File: config.mk
export PLATFORM = sky130hd
export DESIGN_NAME = ioc_io_cell
export DESIGN_NICKNAME = d
export VERILOG_FILES = /design/src/design/ioc_pkg.sv /design/src/design/ioc_sync.sv /design/src/design/ioc_io_cell.sv
export VERILOG_INCLUDE_DIRS = /design/src /design/src/design
export SDC_FILE = /design/constraint.sdc
export NUM_CORES = 1
export LEC_CHECK = 0
export BUFFER_PORTS_ARGS = -buffer_cell sky130_fd_sc_hd__buf_2
export CAP_MARGIN = 5
export CELL_PAD_IN_SITES_DETAIL_PLACEMENT = 0
export CELL_PAD_IN_SITES_GLOBAL_PLACEMENT = 1
export CORE_MARGIN = 2
export CORE_UTILIZATION = 45
export CTS_BUF_LIST = sky130_fd_sc_hd__clkbuf_4 sky130_fd_sc_hd__clkbuf_8
export CTS_CLUSTER_DIAMETER = 40
export DETAILED_ROUTE_END_ITERATION = 8
export GPL_TIMING_DRIVEN = 0
export PLACE_DENSITY = 0.89
export SLEW_MARGIN = 5
export SYNTH_ARGS = -nofsm -noshare
export SYNTH_HDL_FRONTEND = slang
export SYNTH_SLANG_ARGS = --single-unit
File: constraint.sdc
create_clock -name i_clk_sys -period 2.7 [get_ports i_clk_sys]
set_clock_uncertainty 0.05 [all_clocks]
set_input_delay 0.54 -clock i_clk_sys [delete_from_list [all_inputs] [get_ports i_clk_sys]]
set_output_delay 0.54 -clock i_clk_sys [all_outputs]
set_load 0.01 [all_outputs]
File: src/design/ioc_defines.svh
`ifndef IOC_DEFINES_SVH
`define IOC_DEFINES_SVH

// Synchroniser lanes, one per signal that arrives from outside the domain
`define IOC_SYNC_W        5
`define IOC_SB_PAD        0
`define IOC_SB_INPUT_CLOCK_FIRST      1
`define IOC_SB_INPUT_CLOCK_SECOND      2
`define IOC_SB_OCLK1      3
`define IOC_SB_OCLK2      4

// Reset values
`define IOC_RST_SYNC      5'h00
`define IOC_RST_CAPTURE   1'b0
`define IOC_RST_PAD       1'b0
`define IOC_RST_PAD_OE    1'b0
`define IOC_RST_SEL       1'b0

`endif

File: src/design/ioc_pkg.sv
package ioc_pkg;

  typedef enum logic [1:0] {
    IOC_OUT_DIRECT,
    IOC_OUT_LATCH,
    IOC_OUT_SDR,
    IOC_OUT_DDR
  } ioc_out_mode_e;

  typedef struct packed {
    ioc_out_mode_e out_mode;
    logic          sr_async;
    logic          sr_set;
    logic          in_ddr;
  } ioc_cfg_s;

endpackage : ioc_pkg

File: src/design/ioc_sync.sv
`timescale 1ns/10ps
`include "ioc_defines.svh"

module ioc_sync
  import ioc_pkg::*;
(
  input  wire logic                     i_clk_sys,
  input  wire logic                     i_reset_n,
  input  wire logic [`IOC_SYNC_W-1:0]   i_async,
  output logic      [`IOC_SYNC_W-1:0]   o_sync
);

  logic [`IOC_SYNC_W-1:0] meta;

  genvar g;
  generate
    for (g = 0; g < `IOC_SYNC_W; g = g + 1) begin : g_lane
      // Only the second stage is visible to the rest of the block
      always_ff @(posedge i_clk_sys or negedge i_reset_n) begin
        if (!i_reset_n) begin
          meta[g]   <= 1'b0;
          o_sync[g] <= 1'b0;
        end else begin
          meta[g]   <= i_async[g];
          o_sync[g] <= meta[g];
        end
      end
    end
  endgenerate

endmodule : ioc_sync

File: src/design/ioc_io_cell.sv
// Contract
// RULE1: One shared input enable gates both capture registers.
// RULE2: The same pad line feeds both capture registers.
// RULE3: Capture one samples the pad on each first input clock rise.
// RULE4: Capture two samples the pad on each second input clock rise.
// RULE5: Sync set/reset clears each capture register at its own clock rise.
// RULE6: Fabric moves the input enable only between the two clock rises.
// RULE7: The pad is driven directly, via a latch, or from a register.
// RULE8: The output register loads only while its enable is high.
// RULE9: Sync set/reset resets the output register at its next edge.
// RULE10: Async set/reset forces the output register at once, clock or not.
// RULE11: Global set/reset forces the output register to its set value.
// RULE12: Fabric moves the output enable only between the two clock rises.
// RULE13: DDR output register one loads data one on output clock one rise.
// RULE14: DDR output register two loads data two on output clock two rise.
// RULE15: Sync set/reset in DDR mode clears each output register in turn.
// RULE16: The single-rate capture takes the pad on its clock while enabled.
// RULE17: In DDR mode the pad shows the output register clocked last.
`timescale 1ns/10ps
`include "ioc_defines.svh"

module ioc_io_cell
  import ioc_pkg::*;
(
  input  wire logic     i_clk_sys,
  input  wire logic     i_reset_n,
  input  wire ioc_cfg_s i_cfg,
  input  wire logic     i_pad,
  output logic          o_pad,
  output logic          o_pad_oe,
  input  wire logic     i_input_clock_first,
  input  wire logic     i_input_clock_second,
  input  wire logic     i_input_clock_enable,
  output logic          o_input_capture_first,
  output logic          o_input_capture_second,
  output logic          o_input_capture_out,
  input  wire logic     i_output_clock_first,
  input  wire logic     i_output_clock_second,
  input  wire logic     i_output_clock_enable,
  input  wire logic     i_output_data_first,
  input  wire logic     i_output_data_second,
  input  wire logic     i_local_set_reset,
  input  wire logic     i_global_set_reset
);

  // ------------------------------------------------------------------
  // Pin-side inputs pass the synchroniser before anything looks at them
  // ------------------------------------------------------------------
  logic [`IOC_SYNC_W-1:0] raw_async;
  logic [`IOC_SYNC_W-1:0] synced;
  logic [`IOC_SYNC_W-1:0] synced_prev;
  logic [`IOC_SYNC_W-1:0] next_synced_prev;

  always_comb begin
    raw_async                  = '0;
    raw_async[`IOC_SB_PAD]     = i_pad;
    raw_async[`IOC_SB_INPUT_CLOCK_FIRST]   = i_input_clock_first;
    raw_async[`IOC_SB_INPUT_CLOCK_SECOND]   = i_input_clock_second;
    raw_async[`IOC_SB_OCLK1]   = i_output_clock_first;
    raw_async[`IOC_SB_OCLK2]   = i_output_clock_second;
  end

  ioc_sync u_sync (
    .i_clk_sys (i_clk_sys),
    .i_reset_n (i_reset_n),
    .i_async   (raw_async),
    .o_sync    (synced)
  );

  always_comb begin
    next_synced_prev = synced;
  end

  always_ff @(posedge i_clk_sys or negedge i_reset_n) begin
    if (!i_reset_n) begin
      synced_prev <= `IOC_RST_SYNC;
    end else begin
      synced_prev <= next_synced_prev;
    end
  end

  logic pad_s;
  logic rise_i1;
  logic rise_i2;
  logic rise_o1;
  logic rise_o2;
  logic latch_gate;

  assign pad_s      = synced[`IOC_SB_PAD];
  assign rise_i1    = synced[`IOC_SB_INPUT_CLOCK_FIRST] & ~synced_prev[`IOC_SB_INPUT_CLOCK_FIRST];
  assign rise_i2    = synced[`IOC_SB_INPUT_CLOCK_SECOND] & ~synced_prev[`IOC_SB_INPUT_CLOCK_SECOND];
  assign rise_o1    = synced[`IOC_SB_OCLK1] & ~synced_prev[`IOC_SB_OCLK1];
  assign rise_o2    = synced[`IOC_SB_OCLK2] & ~synced_prev[`IOC_SB_OCLK2];
  // Latch is open while the first output clock is high
  assign latch_gate = synced[`IOC_SB_OCLK1];

  // ------------------------------------------------------------------
  // Set/reset decoding shared by the input and output sides
  // ------------------------------------------------------------------
  logic force_now;
  logic sr_sync;
  logic sr_value;

  // Global and asynchronous local set/reset both act without an edge
  assign force_now = i_global_set_reset                             // RULE11
                   | (i_cfg.sr_async & i_local_set_reset);         // RULE10
  assign sr_sync   = ~i_cfg.sr_async & i_local_set_reset;
  assign sr_value  = i_cfg.sr_set;

  // ------------------------------------------------------------------
  // Input capture registers
  // ------------------------------------------------------------------
  logic cap_first;
  logic cap_second;
  logic next_cap_first;
  logic next_cap_second;

  // Enable and pad are common to both; fabric must keep them still
  // across both clock rises (RULE6), otherwise the pair disagrees
  always_comb begin
    next_cap_first  = cap_first;
    next_cap_second = cap_second;
    if (force_now) begin
      next_cap_first  = sr_value;
      next_cap_second = sr_value;
    end else begin
      if (rise_i1) begin
        if (sr_sync) begin
          next_cap_first = sr_value;                               // RULE5
        end else if (i_input_clock_enable) begin                   // RULE1
          next_cap_first = pad_s;                                  // RULE3
        end
      end
      if (rise_i2 && i_cfg.in_ddr) begin
        if (sr_sync) begin
          next_cap_second = sr_value;                              // RULE5
        end else if (i_input_clock_enable) begin                   // RULE1
          next_cap_second = pad_s;                                 // RULE2 RULE4
        end
      end
    end
  end

  always_ff @(posedge i_clk_sys or negedge i_reset_n) begin
    if (!i_reset_n) begin
      cap_first  <= `IOC_RST_CAPTURE;
      cap_second <= `IOC_RST_CAPTURE;
    end else begin
      cap_first  <= next_cap_first;
      cap_second <= next_cap_second;
    end
  end

  assign o_input_capture_first  = cap_first;
  assign o_input_capture_second = cap_second;
  // Single-rate capture is the first register used alone
  assign o_input_capture_out    = cap_first;                       // RULE16

  // ------------------------------------------------------------------
  // Output registers, latch and last-clocked selector
  // ------------------------------------------------------------------
  logic oreg_first;
  logic oreg_second;
  logic olatch;
  logic last_second;
  logic next_oreg_first;
  logic next_oreg_second;
  logic next_olatch;
  logic next_last_second;
  logic is_ddr;

  assign is_ddr = (i_cfg.out_mode == IOC_OUT_DDR);

  always_comb begin
    next_oreg_first  = oreg_first;
    next_oreg_second = oreg_second;
    next_olatch      = olatch;
    next_last_second = last_second;
    if (force_now) begin
      next_oreg_first  = sr_value;                                 // RULE10 RULE11
      next_oreg_second = sr_value;
      next_olatch      = sr_value;
    end else begin
      if (latch_gate) begin
        next_olatch = i_output_data_first;                         // RULE7
      end
      if (rise_o1) begin
        if (sr_sync) begin
          next_oreg_first = sr_value;                              // RULE9 RULE15
        end else if (i_output_clock_enable) begin                  // RULE8 RULE12
          next_oreg_first = i_output_data_first;                   // RULE13
        end
      end
      if (rise_o2 && is_ddr) begin
        if (sr_sync) begin
          next_oreg_second = sr_value;                             // RULE15
        end else if (i_output_clock_enable) begin                  // RULE12
          next_oreg_second = i_output_data_second;                 // RULE14
        end
      end
    end
    // First clock wins if both rise together; they should alternate
    if (rise_o1) begin
      next_last_second = 1'b0;                                     // RULE17
    end else if (rise_o2 && is_ddr) begin
      next_last_second = 1'b1;                                     // RULE17
    end
  end

  always_ff @(posedge i_clk_sys or negedge i_reset_n) begin
    if (!i_reset_n) begin
      oreg_first  <= `IOC_RST_CAPTURE;
      oreg_second <= `IOC_RST_CAPTURE;
      olatch      <= `IOC_RST_CAPTURE;
      last_second <= `IOC_RST_SEL;
    end else begin
      oreg_first  <= next_oreg_first;
      oreg_second <= next_oreg_second;
      olatch      <= next_olatch;
      last_second <= next_last_second;
    end
  end

  // ------------------------------------------------------------------
  // Pad driver: registered so the pin toggles cleanly, at the cost of
  // one system cycle of latency in direct mode; other modes add none
  // ------------------------------------------------------------------
  logic next_pad;
  logic next_pad_oe;

  always_comb begin
    next_pad_oe = 1'b1;
    case (i_cfg.out_mode)
      IOC_OUT_DIRECT: begin
        next_pad = i_output_data_first;                            // RULE7
      end
      IOC_OUT_LATCH: begin
        next_pad = next_olatch;                                    // RULE7
      end
      IOC_OUT_SDR: begin
        next_pad = next_oreg_first;                                // RULE8 RULE9
      end
      IOC_OUT_DDR: begin
        next_pad = next_last_second ? next_oreg_second
                                    : next_oreg_first;             // RULE17
      end
      default: begin
        next_pad = next_oreg_first;
      end
    endcase
  end

  always_ff @(posedge i_clk_sys or negedge i_reset_n) begin
    if (!i_reset_n) begin
      o_pad    <= `IOC_RST_PAD;
      o_pad_oe <= `IOC_RST_PAD_OE;
    end else begin
      o_pad    <= next_pad;
      o_pad_oe <= next_pad_oe;
    end
  end

endmodule : ioc_io_cell

# ---- Yosys cells after proc, flatten, opt, wreduce, memory -nomap -nowiden
# Index checks and enable logic that the tools add are counted.
dict set report totals {
  ff_bits 23
  inputBits 18
  out_inout_bits 5
  word_cells 62
}
dict set report op_classes {
  reduce_logical 8
  n_eq_ne 3
  bitwise 12
  mux 20
}
# cell n
set op_table {}
lappend op_table {{1-bit 2-to-1 mux} 19}
lappend op_table {{1-bit bitwise AND} 6}
lappend op_table {{1-bit inverter} 5}
lappend op_table {{2-bit == test, second input constant} 2}
lappend op_table {{1-bit case mux with 4 select lines} 1}
lappend op_table {{2-bit AND reduction} 2}
lappend op_table {{2-bit nonzero test} 2}
lappend op_table {{3-bit nonzero test} 1}
lappend op_table {{2-bit by 1-bit == test with 1-bit output, second input constant} 1}
lappend op_table {{1-bit logical AND} 2}
lappend op_table {{2-bit zero test} 1}
lappend op_table {{1-bit OR} 1}

# ---- Logic depth before layout (Yosys ltp)
# Gate-level depths: netlist of the first run.
dict set report logic_depth {
  word_depth 7
  mapped_depth 6
  ltp_nobuf 5
}

# ---- Hierarchy
# A second synthesis of the first run with hierarchy kept.
dict set report unflattened {
  hier_cells 72
  area_unflattened_um2 884.6
}
# mod cells_per_inst n_inst seq_area_each_um2 area_each_um2
set modules_own_cells {}
lappend modules_own_cells {ioc_io_cell 62 1 300.3 634.4}
lappend modules_own_cells {ioc_sync 10 1 250.2 250.2}

# ---- Worst setup path before layout of the first run
# OpenSTA, ideal clock, no wires.
dict set report synth_path {
  kind {input to register}
  startpoint {input i_local_set_reset}
  endpoint {register o_pad}
  path_slack_ps 1103
  n_path_buf 1
  required_time_ps 2520
  arrival_ps 1417
  stages 6
  setup_ps 130
  cell_sequence {buf_6 -> a21o_1 -> or3_1 -> o211a_2 -> nand2_2 -> o31ai_2}
}
dict set report synth_between {
  elab_chain_len 6
  word_cells_on_any_way 12
  cone_classes {mux (9); bitwise (3)}
}
# element line_no
set synth_rtl {}
lappend synth_rtl {{start: declaration} ioc_io_cell.sv:42} ;# input wire logic i_local_set_reset,
lappend synth_rtl {{1-bit bitwise AND} ioc_io_cell.sv:107} ;# assign sr_sync = ~i_cfg.sr_async & i_local_set_reset;
lappend synth_rtl {{1-bit 2-to-1 mux} ioc_io_cell.sv:195} ;# if (sr_sync) begin
lappend synth_rtl {{1-bit 2-to-1 mux} ioc_io_cell.sv:194} ;# if (rise_o2 && is_ddr) begin
lappend synth_rtl {{1-bit 2-to-1 mux *} ioc_io_cell.sv:179} ;# if (force_now) begin
lappend synth_rtl {{net next_oreg_second} ioc_io_cell.sv:167} ;# logic next_oreg_second;
lappend synth_rtl {{1-bit 2-to-1 mux *} ioc_io_cell.sv:244} ;# next_pad = next_last_second ? next_oreg_second
lappend synth_rtl {{1-bit case mux with 4 select lines *} ioc_io_cell.sv:233} ;# case (i_cfg.out_mode)
lappend synth_rtl {{net next_pad} ioc_io_cell.sv:228} ;# logic next_pad;
lappend synth_rtl {{end signal: assignment} ioc_io_cell.sv:255} ;# o_pad <= `IOC_RST_PAD;
lappend synth_rtl {{end signal: assignment} ioc_io_cell.sv:258} ;# o_pad <= next_pad;
lappend synth_rtl {{end: declaration} ioc_io_cell.sv:29} ;# output logic o_pad,
# Mark *: on every way through the listed nets, which the timed path passes. The rest lies on a longest branch.
# A chain may end at the register's enable or synchronous reset.

# ---- Worst setup path in the final report of the first run
dict set report layout_path {
  startpoint {register cap_first (netlist: o_input_capture_first)}
  endpoint {output o_input_capture_out}
}
# element line_no
set layout_rtl {}
lappend layout_rtl {{start: declaration} ioc_io_cell.sv:113} ;# logic cap_first;
lappend layout_rtl {{start signal: assignment} ioc_io_cell.sv:146} ;# cap_first <= `IOC_RST_CAPTURE;
lappend layout_rtl {{start signal: assignment} ioc_io_cell.sv:149} ;# cap_first <= next_cap_first;
lappend layout_rtl {{end: declaration} ioc_io_cell.sv:36} ;# output logic o_input_capture_out,
# No word-level cell between the ends.

==> qor.csv, run 1 <==
stage,metric,value,unit
power_and_ir_drop,power_density,581.2,nW/um2
synthesis,synth_adder_area_share,0,
synthesis,syn_avg_cell_area,12.29,um2
clocking,cts.sinks,22,
hold_path,hp-class,primary input to asynchronous set/reset pin,
sta,fin_crit,1544,ps
route,first_iter_violations,2,
power_and_ir_drop,p_int,0.4734,mW
placed_design,gp_congestion,0.7684,
layout,diodes,0,
power_and_ir_drop,power_leakage,0.4989,nW
sta,fmax,647.7,MHz
grt,first_global_vias,651,
die,die_area,2336,um2
grt,grt_overflow,0,
critical_path,path_max_fanout,3,
die,rows,16,
critical_path,path_buf_inv,2,
synthesis,syn_nets,90,
critical_path,cp-end-kind,primary output,
grt,grt_max_degree,23,
power_and_ir_drop,power_frac_seq,0.586,
power_and_ir_drop,pwr-share-clk,0.281,
layout,seqCellArea,550.5,um2
route,wl_per_cell,11.77,um
die,core,1902,um2
critical_path,critical-path-top-delay-family,flip-flops,
synthesis,synth-simple-area-share,0.1641,
route,viasPerCell,4.903,
grt,antenna_found_initial,0,
clocking,insertion_delay,290,ps
critical_path,cpPeakStageDelay,410,ps
grt,grt_usage,0.1433,
synthesis,muxShareOfSynthArea,0.02263,
critical_path,crit_type,register to primary output,
critical_path,required,2110,ps
synthesis,ys_seq_area_frac,0.6223,
grt,top_usage_layer,met2,
route,drt-pass1-iter-count,3,
clocking,cts_hold_buffers,0,
grt,grt_pass1_wl,2622,um
placed_design,hpwl,1138,um
status,status,"complete, no violations",
synthesis,synth-seq-cells,22,
synthesis,synth_cell_type_count,35,
synthesis,synth_compound_area_frac,0.1570,
clocking,cts_buffer_depth,2,
placed_design,io_buffers,21,
layout,final_cell_mix,"22 x dfrtp_1, 21 x buf_2, 4 x nand2_1",
grt,use_met2,0.2593,
power_and_ir_drop,power,0.6159,mW
synthesis,synth-xor-area-share,0,
sta,slew_violations,0,
critical_path,start_kind,register,
die,io_pins,23,
placed_design,dp.cells,120,
synthesis,yosysWarnings,0,
clocking,cts_resized,0,
clocking,clockRootBuffer,clkbuf_4,
sta,grt_setup_unrepaired,false,
clocking,htreeDepth,1,
power_and_ir_drop,switching_share,0.2313,
layout,drive_gt1_frac,0.3608,
sta,tns,0,ps
clocking,clkTransAtPathRegs,110,ps
route,via_count,608,
clocking,post_cts_buffers,0,
synthesis,synth_top_family_by_area,simple AND/OR/NAND/NOR gates,
synthesis,synthesis.area,884.6,um2
die,die_h,48.34,um
die,die_w,48.34,um
flow_run,drv_cap,0,
critical_path,crit_chain,"buf_4, buf_2",
sta,finalSetupViolCount,0,
sta,final.period_utilization,0.5719,
sta,hold_viol,0,
power_and_ir_drop,irDropWorstVdd,411.0,uV
route,drt_wl_total,1460,um
layout,final.fill_count,166,
route,drtAntennaViolNets,0,
layout,finalNonFillerCells,124,
grt,use_met1,0.1569,
layout,layout_commonest_cell,dfrtp_1,
power_and_ir_drop,p_comb_frac,0.134,
power_and_ir_drop,p_sw,0.1425,mW
layout,multi_input_area,307.8,um2
synthesis,syn_inst,72,
clocking,cts_tree,done,
layout,layout.nets,116,
clocking,numCtsBuffers,3,
layout,area_delta_synth_final,19.80,%
critical_path,cp.arrival,950,ps
die,initial_core_util,0.4651,
critical_path,cpMaxStageDelayCell,dfrtp_1,
route,route.detailed.drc,0,
grt,grt_use_met3,0.03086,
## layer usage
metal	wire, um	vias up	share of wire
li1	-	300	-
met1	640	285	0.44
met2	704	17	0.48
met3	77	6	0.053
met4	37	0	0.025
met5	0	-	0
## registers in the layout, indices dropped and copies added (netlist names)
| signal | cells |
|---|---|
| o_input_capture_second | 1 |
| u_sync.meta | 5 |
| oreg_first | 1 |
| olatch | 1 |
| oreg_second | 1 |
| o_input_capture_first | 1 |
| u_sync.o_sync | 5 |
| o_pad | 1 |
| synced_prev | 4 |
| o_pad_oe | 1 |
| last_second | 1 |
## metrics by stage
| stage | utilization | hold slack [ps] | instance area [um2] | worst slack (ps) |
|---|---|---|---|---|
| after detailed placement | 0.5382 | 286.5 | 1023 | 996.7 |
| after global routing | 0.5572 | 159.1 | 1060 | 1095 |
| after floorplan | - | 194.4 | 884.6 | 1103 |
| after global placement | 0.5382 | 282.1 | 1023 | 1020 |
| final | 0.5572 | 131.5 | 1060 | 1156 |
| after CTS | 0.5572 | 138.2 | 1060 | 1134 |
## path summary, 6_finish.rpt
path / slack [ps] / to / startpoint / cells past startpoint
setup reg to reg: 1320 / o_pad / oreg_first / 5
hold reg to reg: 310 / u_sync.o_sync[4] / u_sync.meta[4] / 0
hold / removal: 130 / o_input_capture_first / i_reset_n / 1
setup / recovery: 1160 / o_input_capture_out / o_input_capture_first / 2
max in group asynchronous: 2150 / o_input_capture_second / i_reset_n / 1
min in group i_clk_sys: 290 / u_sync.meta[4] / i_output_clock_second / 1
## cells in the mapped netlist
cell      instances  area share
a211oi_1          1      0.0085
a21boi_1          1      0.0085
a21o_1            1      0.0085
a21oi_1           3       0.017
and2_1            1      0.0071
and2b_2           2       0.020
and3b_1           1      0.0099
and4b_1           1       0.011
buf_4             1      0.0085
buf_6             1       0.013
conb_1            1      0.0042
dfrtp_1          22        0.62
inv_1             2      0.0085
mux2i_1           2       0.023
nand2_1           4       0.017
nand2_2           1      0.0071
nand2b_1          1      0.0071
nand4_1           1      0.0071
nor2_1            3       0.013
nor2b_1           2       0.014
nor3_1            2       0.011
nor4b_2           1       0.017
o211a_2           1       0.011
o21a_1            1      0.0085
o21ai_0           3       0.017
o21ai_1           2       0.011
o21bai_1          1      0.0085
o22ai_1           2       0.014
o311ai_0          1      0.0099
o31a_2            1       0.011
o31ai_1           1      0.0085
o31ai_2           1       0.014
or2_2             1      0.0071
or2b_1            1      0.0085
or3_1             1      0.0071
## kinds of logic after synthesis
logic type / count (synthesis)
AOI/OAI and AO/OA: 20
buffers and inverters: 4
DFF: 22
muxes: 2
other: 1
and+or+nand+nor: 23
## power groups by stage
| stage | clock (mW) | combinational [mW] | sequential, mW |
|---|---|---|---|
| 5_1_grt | 0.193 | 0.0919 | 0.364 |
| 6_report | 0.173 | 0.0823 | 0.361 |
| 3_3_place_gp | 0 | 0.0805 | 0.366 |
| 4_1_cts | 0.181 | 0.0834 | 0.361 |
| 3_5_place_dp | 0 | 0.0832 | 0.368 |
| 2_1_floorplan | 0 | 0.0434 | 0.369 |
## area by class of cell
cell class	count	area share
Buffer	2	0.01771
Clock buffer	4	0.03424
Inverter	2	0.007084
Multi-Input combinational cell	46	0.2904
Sequential cell	22	0.5195
Tap cell	27	0.03188
Timing Repair Buffer	21	0.09917
Note: power is estimated with default switching activity, not from simulation.
==> run 2, diff against run 1 <==
--- a/config.mk
+++ b/config.mk
@@ -6,17 +6,18 @@
 export SDC_FILE = /design/constraint.sdc
 export NUM_CORES = 1
 export LEC_CHECK = 0
+export ABC_AREA = 1
 export BUFFER_PORTS_ARGS = -buffer_cell sky130_fd_sc_hd__buf_2
 export CAP_MARGIN = 5
 export CELL_PAD_IN_SITES_DETAIL_PLACEMENT = 0
 export CELL_PAD_IN_SITES_GLOBAL_PLACEMENT = 1
 export CORE_MARGIN = 2
-export CORE_UTILIZATION = 45
+export CORE_UTILIZATION = 36
 export CTS_BUF_LIST = sky130_fd_sc_hd__clkbuf_4 sky130_fd_sc_hd__clkbuf_8
 export CTS_CLUSTER_DIAMETER = 40
 export DETAILED_ROUTE_END_ITERATION = 8
 export GPL_TIMING_DRIVEN = 0
-export PLACE_DENSITY = 0.89
+export PLACE_DENSITY = 0.81
 export SLEW_MARGIN = 5
 export SYNTH_ARGS = -nofsm -noshare
 export SYNTH_HDL_FRONTEND = slang
==> constraint.sdc (replaced) <==
create_clock -name i_clk_sys -period 1.25 [get_ports i_clk_sys]
set_clock_uncertainty 0.05 [all_clocks]
set_input_delay 0.25 -clock i_clk_sys [delete_from_list [all_inputs] [get_ports i_clk_sys]]
set_output_delay 0.25 -clock i_clk_sys [all_outputs]
set_load 0.01 [all_outputs]
==> run 2 against run 1 <==
  * Combinational power rose by 140%
  * Final cell count rose by 22%
  * Routed wire length fell by 3.7%
  * Critical endpoint is now o_pad
  * Largest power group unchanged
  * Highest routed layer unchanged
==> qor.csv, run 2 <==
stage,metric,value,unit
critical_path,crit_chain,"inv_1, nand2_1, nor2_2, nand3_1, nand2_1, nand2_2, nand2_1, nand3_1, nand2_1, inv_1",
placed_design,io_buffers,22,
route,drtAntennaViolNets,0,
grt,antenna_found_initial,0,
critical_path,cp.arrival,1350,ps
die,initial_core_util,0.3851,
die,core,2255,um2
die,io_pins,23,
clocking,cts_buffer_depth,2,
synthesis,synth_cell_type_count,19,
synthesis,synthesis.area,868.3,um2
clocking,clkTransAtPathRegs,110,ps
layout,final.fill_count,229,
synthesis,synthTopCellsByCount,"23 x nand2_1, 22 x dfrtp_1, 16 x inv_1, 6 x nand3_1, 5 x nor2_1",
sta,final.period_utilization,0.9635,
die,die_w,53.11,um
grt,first_global_vias,611,
layout,layout_commonest_cell,nand2_1,
route,wl_per_cell,9.311,um
route,drt_wl_total,1406,um
clocking,cts.sinks,22,
synthesis,ys_async_sr_fraction,1.000,
sta,grt_setup_unrepaired,true,
hold_path,hp-class,primary input to register,
clocking,numCtsBuffers,3,
critical_path,cp-end-kind,register,
grt,grt_overflow,0,
critical_path,crit_type,register to register,
synthesis,synth.area.top_cells,"dfrtp_1 63%, nand2_1 9.9%, inv_1 6.9%",
synthesis,synth_top_cell_by_area,dfrtp_1,
synthesis,syn_nets,110,
critical_path,path_max_fanout,2,
sta,tns,0,ps
layout,layout.nets,143,
synthesis,syn_avg_cell_area,9.438,um2
critical_path,cp_common_cell,nand2_1,
placed_design,gp_congestion,0.8010,
route,first_iter_violations,9,
sta,finalSetupViolCount,0,
route,drt-pass1-iter-count,3,
sta,fin_ws,45.61,ps
route,viasPerCell,4.298,
synthesis,yosysWarnings,0,
sta,fmax,830.3,MHz
layout,drive_gt1_frac,0.2927,
die,die_area,2821,um2
layout,final_cell_mix,"23 x nand2_1, 22 x dfrtp_1, 21 x buf_2, 16 x inv_1",
sta,slew_violations,0,
sta,fin_crit,1204,ps
placed_design,dp.cells,142,
synthesis,synth_top_cell_area_share,0.6340,
critical_path,crit_start,synced_prev[4],
synthesis,syn_inst,92,
layout,finalNonFillerCells,151,
clocking,cts_tree,done,
critical_path,start_kind,register,
critical_path,required,1390,ps
power_and_ir_drop,power_leakage,0.6055,nW
layout,fin_area,1106,um2
route,via_count,649,
layout,diodes,0,
synthesis,synth-seq-cells,22,
placed_design,hpwl,1084,um
power_and_ir_drop,power_density,1144,nW/um2
synthesis,yosysMostFrequentCell,nand2_1,
flow_run,drv_cap,0,
critical_path,r2r_slack,50,ps
critical_path,cpMaxStageDelayCell,dfrtp_1,
power_and_ir_drop,irDropWorstVdd,607.3,uV
layout,area_delta_synth_final,27.38,%
synthesis,ys.flop_type,dfrtp_1,
die,rows,17,
grt,grt_pass1_wl,2387,um
clocking,insertion_delay,290,ps
power_and_ir_drop,power,1.265,mW
synthesis,synth-edff-count,0,
grt,grt_usage,0.1159,
placed_design,pre_cts_slack,-24.94,ps
synthesis,ys_seq_area_frac,0.6340,
clocking,clockRootBuffer,clkbuf_4,
sta,hold_viol,0,
grt,grt_max_degree,23,
critical_path,cpPeakStageDelay,390,ps
critical_path,worst-r2r-cell-count,10,
critical_path,cp-endpoint,o_pad,
critical_path,reg2reg_from,synced_prev[4],
status,status,"complete, no violations",
critical_path,r2r_end,o_pad,
layout,largest_registers,"u_sync.meta x5, u_sync.o_sync x5, synced_prev x4",
clocking,htreeDepth,1,
placed_design,dpl-instance-area,1013,um2
die,die_h,53.11,um
route,route.detailed.drc,0,
==> run 2: cell types whose count changed in the layout (fill, tap and decap cells not counted), moves of 3 or more <==
cell	delta
dlygate4sd3_1	+6
inv_1	+14
nand2_1	+19
inv_2	+3
nand3_1	+6
==> run 2: worst max-delay path: cells and delay by family (launching register included) <==
family	cells	cell delay (ps)
AND/OR/NAND/NOR	8	580
flip-flops	1	390
buffers and inverters	2	90
==> run 2: stage by stage <==
stage / hold slack (ps) / utilization
floorplan: -95.59 / -
global placement: 178.6 / 0.4495
detailed placement: 187.4 / 0.4495
CTS: 0.3315 / 0.4667
global route: 202.6 / 0.4906
finish: 202.2 / 0.4906
==> run 2: how the worst min path moves through the flow <==
| stage | start | to | slack, ps | cells past startpoint |
|---|---|---|---|---|
| floorplan | i_reset_n | last_second | -100 | 0 |
| global route | i_cfg[1] | oreg_second | 200 | 3 |
| finish | i_cfg[1] | oreg_second | 200 | 3 |
| global placement | i_reset_n | u_sync.meta[1] | 180 | 1 |
| CTS | i_output_clock_first | u_sync.meta[3] | 0.3 | 1 |
| detailed placement | i_reset_n | o_pad_oe | 190 | 1 |
==> run 2: cell type report <==
type                       count  area, um2  share of cell area
tap                           28      35.03             0.03167
multi-input combinational     50      242.7              0.2195
clock buffer                   3      22.52             0.02036
sequential                    22      550.5              0.4977
inverter                      19      71.32             0.06448
timing repair buffer          29      183.9              0.1663
==> run 2: what timing repair did <==
action / in CTS / in global routing
buffers inserted: 1 / 0
endpoints found under the setup margin: 1 / 1
gates resized for setup: 1 / 1
hold buffers: 1 / 5
endpoints found under the hold margin: 22 / 5
pin swaps: 0 / 0
==> run 2: cells by family (layout without fill, tap and decap cells) <==
| kind of cell | count (synthesis) | in the layout | synth area share |
|---|---|---|---|
| buffers and inverters | 20 | 51 | 0.09078 |
| AO/OA/AOI/OAI | 10 | 10 | 0.07493 |
| other | 1 | 1 | 0.004319 |
| multiplexers | 1 | 1 | 0.01153 |
| AND/OR/NAND/NOR | 38 | 38 | 0.1844 |
| flip-flops | 22 | 22 | 0.6340 |
==> run 2: where the power goes <==
group,internal (mW),switching (mW)
sequential,0.760,0.0189
combinational,0.0915,0.104
clock,0.112,0.178
total,0.964,0.302
==> run 2: routing by layer <==
metal  GRT usage  part of all wire  up-vias
met5           0                 0        -
met4     0.05128            0.0092        0
met3     0.01695             0.044        2
met2      0.1896              0.47       14
met1      0.1517              0.48      295
li1            -                 -      338
